File: config.mk
export PLATFORM = sky130hd
export DESIGN_NAME = esmec_top
export DESIGN_NICKNAME = d
export VERILOG_FILES = /design/src/design/esmec_pkg.sv /design/src/design/esmec_top.sv /design/src/design/esmec_counter.sv
export SDC_FILE = /design/constraint.sdc
export NUM_CORES = 1
export LEC_CHECK = 0
export BUFFER_PORTS_ARGS = -buffer_cell sky130_fd_sc_hd__buf_2
export CAP_MARGIN = 5
export CORE_UTILIZATION = 40
export CTS_CLUSTER_SIZE = 40
export DETAILED_ROUTE_END_ITERATION = 8
export GPL_TIMING_DRIVEN = 0
export PLACE_DENSITY_LB_ADDON = 0.12
export SYNTH_ARGS = -nofsm -noshare
export SYNTH_HDL_FRONTEND = slang
export SYNTH_HIERARCHICAL = 1
export SYNTH_SLANG_ARGS = --single-unit
File: constraint.sdc
create_clock -name mclk -period 3.45 [get_ports mclk]
set_input_delay 0.69 -clock mclk [delete_from_list [all_inputs] [get_ports mclk]]
set_output_delay 0.69 -clock mclk [all_outputs]
set_load 0.005 [all_outputs]
File: src/design/esmec_pkg.sv
`default_nettype none
// ****************************************
// shared constants and carriers
// ****************************************
package esmec_pkg;
  // timing: clock and count intervals
  localparam int CLK_PERIOD_NS     = 25;
  localparam int LONG_INTERVAL_MS  = 1000;
  localparam int SHORT_INTERVAL_US = 62500;
  localparam int LONG_CYCLES  = LONG_INTERVAL_MS * 1000000 / CLK_PERIOD_NS;
  localparam int SHORT_CYCLES = SHORT_INTERVAL_US * 1000 / CLK_PERIOD_NS;
  localparam int TIMER_W      = 26;
  localparam int VIOL_W       = 16;
  localparam int CRC_W        = 10;
  localparam int ADDR_W       = 10;

  // register indexes; byte address is four times the index
  localparam logic [7:0] IDX_VIOL_UPPER   = 8'h00;
  localparam logic [7:0] IDX_VIOL_LOWER   = 8'h01;
  localparam logic [7:0] IDX_CRC_UPPER    = 8'h02;
  localparam logic [7:0] IDX_CRC_LOWER    = 8'h03;
  localparam logic [7:0] IDX_ALARM_STATUS = 8'h06;
  localparam logic [7:0] IDX_EVENT_STATUS = 8'h07;
  localparam logic [7:0] IDX_ALARM_MASK   = 8'h16;
  localparam logic [7:0] IDX_EVENT_MASK   = 8'h17;
  localparam logic [7:0] IDX_CONTROL      = 8'h20;

  // control register fields
  localparam int CTL_INTERVAL_BIT = 7;
  localparam int CTL_VTYPE_BIT    = 6;
  localparam int CTL_HDB3_BIT     = 2;

  // event status bit positions
  localparam int EV_CAS_MF    = 7;
  localparam int EV_ALIGN     = 6;
  localparam int EV_TX_MF     = 5;
  localparam int EV_TIMER     = 4;
  localparam int EV_TX_ALIGN  = 3;
  localparam int EV_CLK_LOSS  = 2;
  localparam int EV_CRC4_MF   = 1;
  localparam int EV_TX_SLIP   = 0;

  // values after reset
  localparam logic [7:0] MASK_RESET    = 8'h00;
  localparam logic [7:0] CONTROL_RESET = 8'h00;
  localparam logic [7:0] STATUS_RESET  = 8'h00;

  // bus answers
  localparam logic [1:0] RESP_OKAY   = 2'h0;
  localparam logic [1:0] RESP_DECERR = 2'h3;

  // one received bit slot: valid strobe and mark polarity rails
  typedef struct packed {
    logic valid;
    logic pos;
    logic neg;
  } esmec_line_t;

  // framer and transmitter event pulses
  typedef struct packed {
    logic rxCasMultiframeFlag;
    logic rxAlignFrameFlag;
    logic txMultiframeFlag;
    logic txAlignFrameFlag;
    logic txClockLossFlag;
    logic rxCrc4MultiframeFlag;
    logic txSlipFlag;
  } esmec_evt_t;

  // synchroniser state and crc checker result
  typedef struct packed {
    logic rxSyncLossFlag;
    logic crc4SyncLoss;
    logic crcError;
  } esmec_sync_t;
endpackage
`default_nettype wire

File: src/design/esmec_top.sv
`timescale 1ns/1ps
`default_nettype none
module esmec_top #(
  parameter int LONG_CYCLES_P  = esmec_pkg::LONG_CYCLES,
  parameter int SHORT_CYCLES_P = esmec_pkg::SHORT_CYCLES
) (
  input  wire logic                     mclk,
  input  wire logic                     rst_n,
  input  wire logic                     s_axi_awvalid,
  output logic                          s_axi_awready,
  input  wire logic [9:0]               s_axi_awaddr,
  input  wire logic                     s_axi_wvalid,
  output logic                          s_axi_wready,
  input  wire logic [31:0]              s_axi_wdata,
  input  wire logic [3:0]               s_axi_wstrb,
  output logic                          s_axi_bvalid,
  input  wire logic                     s_axi_bready,
  output logic [1:0]                    s_axi_bresp,
  input  wire logic                     s_axi_arvalid,
  output logic                          s_axi_arready,
  input  wire logic [9:0]               s_axi_araddr,
  output logic                          s_axi_rvalid,
  input  wire logic                     s_axi_rready,
  output logic [31:0]                   s_axi_rdata,
  output logic [1:0]                    s_axi_rresp,
  input  wire esmec_pkg::esmec_line_t   line,
  input  wire esmec_pkg::esmec_evt_t    evt,
  input  wire esmec_pkg::esmec_sync_t   sync,
  input  wire logic [7:0]               alarmIn,
  output logic                          irq
);
  import esmec_pkg::*;

  // ****************************************
  // register state
  // ****************************************
  logic [7:0]         control_q;
  logic [7:0]         control_d;
  logic [7:0]         alarmMask_q;
  logic [7:0]         alarmMask_d;
  logic [7:0]         eventMask_q;
  logic [7:0]         eventMask_d;
  logic [7:0]         alarmStatus_q;
  logic [7:0]         alarmStatus_d;
  logic [7:0]         eventStatus_q;
  logic [7:0]         eventStatus_d;
  logic [VIOL_W-1:0]  violSnap_q;
  logic [CRC_W-1:0]   crcSnap_q;
  logic               irq_q;

  // control fields
  wire countIntervalSelect = control_q[CTL_INTERVAL_BIT];
  wire violationTypeSelect = control_q[CTL_VTYPE_BIT];
  wire rxHdb3Enable        = control_q[CTL_HDB3_BIT];

  // ****************************************
  // line code violation detection
  // ****************************************
  logic       lastPol_q;
  logic       lastViolPol_q;
  logic [1:0] zeroRun_q;

  // a slot with both rails high is not a mark; it counts as a zero
  wire mark     = line.valid & (line.pos ^ line.neg);
  wire markPol  = line.pos;
  wire bpv      = mark & (markPol == lastPol_q);
  // substitution violation: at least two zeros before it, polarity alternates
  wire hdb3Code = bpv & (zeroRun_q == 2'h2)
                & (markPol != lastViolPol_q);
  wire codeViol = bpv & (markPol == lastViolPol_q);
  wire bpvEvt   = bpv & ~(rxHdb3Enable & hdb3Code);
  // no sync term here: violations count in every state
  wire violEvt  = violationTypeSelect ? codeViol : bpvEvt;

  // polarity history and zero run since last mark
  always_ff @(posedge mclk or negedge rst_n) begin
    if (!rst_n) begin
      lastPol_q     <= 1'b0;
      lastViolPol_q <= 1'b0;
      zeroRun_q     <= 2'h0;
    end else if (line.valid) begin
      lastPol_q     <= mark ? markPol : lastPol_q;
      lastViolPol_q <= bpv ? markPol : lastViolPol_q;
      zeroRun_q     <= mark ? 2'h0
                     : (zeroRun_q == 2'h2) ? zeroRun_q
                     : zeroRun_q + 2'h1;
    end
  end

  // ****************************************
  // interval timer
  // ****************************************
  logic [TIMER_W-1:0] timer_q;
  logic [TIMER_W-1:0] timer_d;

  wire                tick = (timer_q == '0);
  wire [TIMER_W-1:0]  reload = countIntervalSelect
                             ? TIMER_W'(SHORT_CYCLES_P - 1)
                             : TIMER_W'(LONG_CYCLES_P - 1);

  // a change of interval select takes effect at the next boundary
  assign timer_d = tick ? reload : timer_q - 1'b1;

  always_ff @(posedge mclk or negedge rst_n) begin
    if (!rst_n) begin
      timer_q <= TIMER_W'(LONG_CYCLES_P - 1);
    end else begin
      timer_q <= timer_d;
    end
  end

  // ****************************************
  // error counters
  // ****************************************
  logic [VIOL_W-1:0] violCount;
  logic [CRC_W-1:0]  crcCount;

  // crc errors only count with fas and crc4 alignment held
  wire crcInc = sync.crcError & ~sync.rxSyncLossFlag
              & ~sync.crc4SyncLoss;

  esmec_counter #(
    .WIDTH    (VIOL_W),
    .SATURATE (1'b1)
  ) u_violCounter (
    .mclk    (mclk),
    .rst_n   (rst_n),
    .inc     (violEvt),
    .restart (tick),
    .count   (violCount)
  );

  // at most 1000 errors per second, so no saturation needed
  esmec_counter #(
    .WIDTH    (CRC_W),
    .SATURATE (1'b0)
  ) u_crcCounter (
    .mclk    (mclk),
    .rst_n   (rst_n),
    .inc     (crcInc),
    .restart (tick),
    .count   (crcCount)
  );

  // snapshots; unread data is overwritten at the next boundary
  always_ff @(posedge mclk or negedge rst_n) begin
    if (!rst_n) begin
      violSnap_q <= '0;
      crcSnap_q  <= '0;
    end else if (tick) begin
      violSnap_q <= violCount;
      crcSnap_q  <= crcCount;
    end
  end

  // ****************************************
  // bus slave: write path
  // ****************************************
  logic       awReady_q;
  logic       wReady_q;
  logic       bValid_q;
  logic [1:0] bResp_q;
  logic [7:0] awIdx_q;
  logic [7:0] wData_q;
  logic       wLane0_q;

  function automatic logic isMapped(input logic [7:0] idx);
    isMapped = (idx == IDX_VIOL_UPPER)   || (idx == IDX_VIOL_LOWER)
            || (idx == IDX_CRC_UPPER)    || (idx == IDX_CRC_LOWER)
            || (idx == IDX_ALARM_STATUS) || (idx == IDX_EVENT_STATUS)
            || (idx == IDX_ALARM_MASK)   || (idx == IDX_EVENT_MASK)
            || (idx == IDX_CONTROL);
  endfunction

  wire awFire  = s_axi_awvalid & awReady_q;
  wire wFire   = s_axi_wvalid & wReady_q;
  wire bFire   = bValid_q & s_axi_bready;
  // both halves held and not yet answered
  wire doWrite = ~awReady_q & ~wReady_q & ~bValid_q;
  wire wrLow   = doWrite & wLane0_q;

  // writable registers; read-only targets ignore the data
  assign alarmMask_d = (wrLow && awIdx_q == IDX_ALARM_MASK)
                     ? wData_q : alarmMask_q;
  assign eventMask_d = (wrLow && awIdx_q == IDX_EVENT_MASK)
                     ? wData_q : eventMask_q;
  assign control_d   = (wrLow && awIdx_q == IDX_CONTROL)
                     ? wData_q : control_q;

  // address and data are taken in either order
  always_ff @(posedge mclk or negedge rst_n) begin
    if (!rst_n) begin
      awReady_q <= 1'b1;
      wReady_q  <= 1'b1;
      awIdx_q   <= 8'h00;
      wData_q   <= 8'h00;
      wLane0_q  <= 1'b0;
    end else begin
      awReady_q <= bFire ? 1'b1 : (awFire ? 1'b0 : awReady_q);
      wReady_q  <= bFire ? 1'b1 : (wFire ? 1'b0 : wReady_q);
      awIdx_q   <= awFire ? s_axi_awaddr[9:2] : awIdx_q;
      wData_q   <= wFire ? s_axi_wdata[7:0] : wData_q;
      wLane0_q  <= wFire ? s_axi_wstrb[0] : wLane0_q;
    end
  end

  // write answer, one cycle after both halves are held
  always_ff @(posedge mclk or negedge rst_n) begin
    if (!rst_n) begin
      bValid_q <= 1'b0;
      bResp_q  <= RESP_OKAY;
    end else if (doWrite) begin
      bValid_q <= 1'b1;
      bResp_q  <= isMapped(awIdx_q) ? RESP_OKAY : RESP_DECERR;
    end else if (bFire) begin
      bValid_q <= 1'b0;
    end
  end

  // configuration registers
  always_ff @(posedge mclk or negedge rst_n) begin
    if (!rst_n) begin
      control_q   <= CONTROL_RESET;
      alarmMask_q <= MASK_RESET;
      eventMask_q <= MASK_RESET;
    end else begin
      control_q   <= control_d;
      alarmMask_q <= alarmMask_d;
      eventMask_q <= eventMask_d;
    end
  end

  // ****************************************
  // bus slave: read path
  // ****************************************
  logic        arReady_q;
  logic        rValid_q;
  logic [7:0]  rData_q;
  logic [1:0]  rResp_q;

  wire       arFire = s_axi_arvalid & arReady_q;
  wire       rFire  = rValid_q & s_axi_rready;
  wire [7:0] arIdx  = s_axi_araddr[9:2];
  // fas error bits share the crc upper byte; they read as zero here
  wire [7:0] crcUpper = {6'h00, crcSnap_q[9:8]};
  wire [7:0] rdByte =
      (arIdx == IDX_VIOL_UPPER)   ? violSnap_q[15:8] :
      (arIdx == IDX_VIOL_LOWER)   ? violSnap_q[7:0]  :
      (arIdx == IDX_CRC_UPPER)    ? crcUpper         :
      (arIdx == IDX_CRC_LOWER)    ? crcSnap_q[7:0]   :
      (arIdx == IDX_ALARM_STATUS) ? alarmStatus_q    :
      (arIdx == IDX_EVENT_STATUS) ? eventStatus_q    :
      (arIdx == IDX_ALARM_MASK)   ? alarmMask_q      :
      (arIdx == IDX_EVENT_MASK)   ? eventMask_q      :
      (arIdx == IDX_CONTROL)      ? control_q        : 8'h00;

  // status reads clear what they return
  wire rdAlarmClr = arFire & (arIdx == IDX_ALARM_STATUS);
  wire rdEventClr = arFire & (arIdx == IDX_EVENT_STATUS);

  // read answer in the cycle after the address is taken
  always_ff @(posedge mclk or negedge rst_n) begin
    if (!rst_n) begin
      arReady_q <= 1'b1;
      rValid_q  <= 1'b0;
      rData_q   <= 8'h00;
      rResp_q   <= RESP_OKAY;
    end else if (arFire) begin
      arReady_q <= 1'b0;
      rValid_q  <= 1'b1;
      rData_q   <= rdByte;
      rResp_q   <= isMapped(arIdx) ? RESP_OKAY : RESP_DECERR;
    end else if (rFire) begin
      arReady_q <= 1'b1;
      rValid_q  <= 1'b0;
    end
  end

  // ****************************************
  // status and interrupt
  // ****************************************
  wire [7:0] eventSet = {
    evt.rxCasMultiframeFlag,
    evt.rxAlignFrameFlag,
    evt.txMultiframeFlag,
    tick,
    evt.txAlignFrameFlag,
    evt.txClockLossFlag,
    evt.rxCrc4MultiframeFlag,
    evt.txSlipFlag
  };

  // set wins over a clearing read in the same cycle
  assign eventStatus_d = (eventStatus_q & ~{8{rdEventClr}}) | eventSet;
  assign alarmStatus_d = (alarmStatus_q & ~{8{rdAlarmClr}}) | alarmIn;

  wire alarmIrq = |(alarmStatus_q & alarmMask_q);
  wire eventIrq = |(eventStatus_q & eventMask_q);

  // irq lags status by one cycle to come from a flop
  always_ff @(posedge mclk or negedge rst_n) begin
    if (!rst_n) begin
      alarmStatus_q <= STATUS_RESET;
      eventStatus_q <= STATUS_RESET;
      irq_q         <= 1'b0;
    end else begin
      alarmStatus_q <= alarmStatus_d;
      eventStatus_q <= eventStatus_d;
      irq_q         <= alarmIrq | eventIrq;
    end
  end

  // outputs, all from flops
  assign s_axi_awready = awReady_q;
  assign s_axi_wready  = wReady_q;
  assign s_axi_bvalid  = bValid_q;
  assign s_axi_bresp   = bResp_q;
  assign s_axi_arready = arReady_q;
  assign s_axi_rvalid  = rValid_q;
  assign s_axi_rdata   = {24'h000000, rData_q};
  assign s_axi_rresp   = rResp_q;
  assign irq           = irq_q;
endmodule // esmec_top
`default_nettype wire

File: src/design/esmec_counter.sv
`timescale 1ns/1ps
`default_nettype none
// ****************************************
// interval event counter
// ****************************************
module esmec_counter #(
  parameter int WIDTH    = 16,
  parameter bit SATURATE = 1'b1
) (
  input  wire logic             mclk,
  input  wire logic             rst_n,
  input  wire logic             inc,
  input  wire logic             restart,
  output logic [WIDTH-1:0]      count
);
  logic [WIDTH-1:0] count_q;
  logic [WIDTH-1:0] count_d;
  logic             atTop;

  // restart keeps an event of the same cycle for the new interval
  assign atTop   = SATURATE && (&count_q);
  assign count_d = restart ? {{(WIDTH-1){1'b0}}, inc}
                 : (inc && !atTop) ? count_q + 1'b1 : count_q;
  assign count   = count_q;

  // plain register
  always_ff @(posedge mclk or negedge rst_n) begin
    if (!rst_n) begin
      count_q <= '0;
    end else begin
      count_q <= count_d;
    end
  end
endmodule // esmec_counter
`default_nettype wire

==> run_results.csv <==
group,metric,value,unit
die,row_count,50,
sta,rsz0062_at_grt,"false",
die,fp.dieW,141,um
detailed_routing,dr.pass1.iters,5,
critical_path,crit_path_max_fanout,7,
synthesis,ys.flop_type,"dfrtp_1",
cells_and_area,nNetsFinal,967,
clock_tree,tritoncts,"yes",
clock_tree,clock_latency,0.43,ns
die,die-height,141,um
detailed_routing,antenna_left,0,
min_path,holdCritPathClass,"in -> async",
synthesis,synth.cell_area,0.00775,mm^2
sta,holdWs,0.314,ns
synthesis,synthCells,768,
clock_tree,cts_resized,0,
critical_path,endpoint_kind,"flip-flop",
sta,tightestPinTransition,0.814,ns
sta,slew-limit-headroom,45.8,%
cells_and_area,drive_gt1_share,24.3,%
sta,drv_slew,0,
cells_and_area,most-common-layout-cells,"136 x dfrtp_1, 121 x nand2_1, 72 x buf_2, 50 x nor2_1, 44 x mux2_2",
synthesis,ys_seq_area_share,50.3,%
global_route,grt_antenna_before_repair,1,
global_route,grt_pass1_wl,33300,um
clock_tree,post-cts-setup-buffers,0,
critical_path,rr_startpoint,"zeroRun_q[0]",
synthesis,synth_mux_area_share,7.58,%
global_route,grt_use_total,21.6,%
sta,hold_violations,0,
global_route,overflow,0,
critical_path,critical_path_class,"reg -> reg",
clock_tree,clockBufferDepth,2,
synthesis,syn_area_per_cell,10.1,um^2
clock_tree,path_clk_slew,0.07,ns
power,switching_share,28.7,%
synthesis,synth_compound_area_share,13.2,%
synthesis,synth_edf_count,0,
run_status,status,"completed",
clock_tree,cts_buffers,17,
power,p_leak,3.99,nW
power,intPower,3.59,mW
cells_and_area,final_common_cell,"dfrtp_1",
detailed_routing,vias,6187,
critical_path,crit_start,"zeroRun_q[0]",
power,comb_power_share,15.3,%
detailed_routing,route.detailed.drc,0,
synthesis,yosysWarningCount,6,
placed_design,port_buffers,67,
synthesis,yosysUniqueCellTypes,70,
cells_and_area,syn2layout_area_growth,18.0,%
power,ir_drop,334,uV
placed_design,post-dp-hpwl,14900,um
synthesis,synthAdderAreaFrac,0.645,%
power,seqPwrFrac,47.0,%
critical_path,rrSetupSlack,0.19,ns
power,total_power,5.04,mW
detailed_routing,wl_per_cell,17.5,um
sta,fin_skew,0.0102,ns
synthesis,async_flop_share,100,%
synthesis,synth_top_family_by_area,"simple AND/OR/NAND/NOR gates",
sta,finalSetupViolCount,0,
critical_path,worstPathArrival,3.57,ns
clock_tree,htreeDepth,4,
die,start_util,41.2,%
die,die-area,0.0199,mm^2
clock_tree,cts_hold_buf,0,
global_route,first_global_vias,6268,
detailed_routing,initialDrtViolationCount,475,
critical_path,cp_data_required_time,3.77,ns
power,p_sw,1.45,mW
power,p_per_area,550,mW/mm^2
global_route,grt_max_degree,87,
die,ios,126,
sta,period_share,94.4,%
clock_tree,cts-root-buf,"clkbuf_16",
critical_path,worst_setup_path_start_kind,"flip-flop",
placed_design,gp_congestion,0.881,
die,coreArea,0.0188,mm^2
job,maxCapViolations,0,
synthesis,yosys.area_share.simple,20.4,%
detailed_routing,drt_wl_total,20200,um
sta,setup_tns,0,ns
power,p_clk_share,37.7,%
sta,fin_crit,3.26,ns
detailed_routing,vias_per_cell,5.37,
clock_tree,clock_sinks,155,
sta,fmax,307,MHz
synthesis,synthXorXnorAreaFrac,2.71,%
synthesis,ys_seq_elements,155,
kinds of logic (layout without fill, tap and decap cells):
logic type	after synthesis	count (layout)
xor+xnor	24	24
simple gates	310	310
other cells	1	25
fa+ha+maj	4	4
buf+inv	70	171
compound gates	152	152
mux	52	52
flops	155	155
power groups by stage:
stage / Combinational, mW / Clock [mW] / Sequential, mW
after detailed placement: 0.779 / 0 / 2.40
after floorplan: 0.506 / 0 / 2.31
final: 0.773 / 1.90 / 2.37
after global routing: 0.872 / 2.01 / 2.41
after CTS: 0.783 / 1.94 / 2.37
after global placement: 0.748 / 0 / 2.38
Yosys cell counts, drive strengths merged (16+ instances only):
master | number | area, um^2
nor2 | 51 | 194
o21ai | 27 | 135
buf | 36 | 267
a21o | 16 | 120
mux2 | 44 | 495
clkbuf | 19 | 71.3
nand4 | 18 | 119
nor3 | 23 | 125
dfrtp | 136 | 3400
dfstp | 19 | 499
a21oi | 44 | 228
nand2 | 121 | 454
final timing paths:
| kind | to | cells after the start |
|---|---|---|
| setup / recovery | u_violCounter/count[13] | 10 |
| hold / removal | eventStatus_q[1] | 1 |
| setup reg to reg | u_violCounter/count[13] | 10 |
| hold reg to reg | timer_q[0] | 1 |
| max in group asynchronous | timer_q[0] | 2 |
| min in group mclk | s_axi_awready | 2 |
critical path, stage by stage (launching register included):
cell and delay (ns):
dfrtp_1 0.38, inv_1 0.07, ha_1 0.24, a21oi_1 0.21, nor2b_1 0.07, nor4b_1 0.27
o21a_1 0.43, nand4_1 0.33, nor2_1 0.38, nor4b_1 0.38, mux2_2 0.38
routing by layer:
layer  up-vias  track usage [%]  routed length [um]  share of wire [%]
met5         -                0                   0                  0
met4         0             6.64                 340                1.7
met3        29             5.57                1230                6.1
met2       176             34.8                9550                 47
met1      3031             28.5                9060                 45
li1       2951                -                   -                  -
metrics by stage:
step | instances | cell area, um^2 | utilization (%) | setup slack, ns
2_1_floorplan | 791 | 7840 | - | 0.508
3_3_place_gp | 1118 | 8500 | 45.1 | -0.524
3_5_place_dp | 1120 | 8550 | 45.4 | 0.295
4_1_cts | 1152 | 9150 | 48.6 | 0.253
5_1_grt | 1152 | 9150 | 48.6 | 0.0604
6_report | 1153 | 9150 | 48.6 | 0.193
sequential cells by signal, summed over array words and instances (netlist names), 8 cells and up:
register             flops
alarmMask_q              8
timer_q                 26
eventStatus_q            8
violSnap_q              16
crcSnap_q               10
wData_q                  8
eventMask_q              8
alarmStatus_q            8
awIdx_q                  8
u_violCounter/count     16
rData_q                  8
u_crcCounter/count      10
control_q                8
layout make-up:
class	instances	area (um^2)
Inverter	15	56.3
Timing Repair Buffer	69	377
Tap cell	260	325
Multi-Input combinational cell	566	3550
Fill cell	1762	9680
Sequential cell	155	3900
Antenna cell	1	2.50
Clock inverter	14	159
Clock buffer	18	439
Buffer	55	338
No activity file was read; power rests on OpenSTA's default activity.
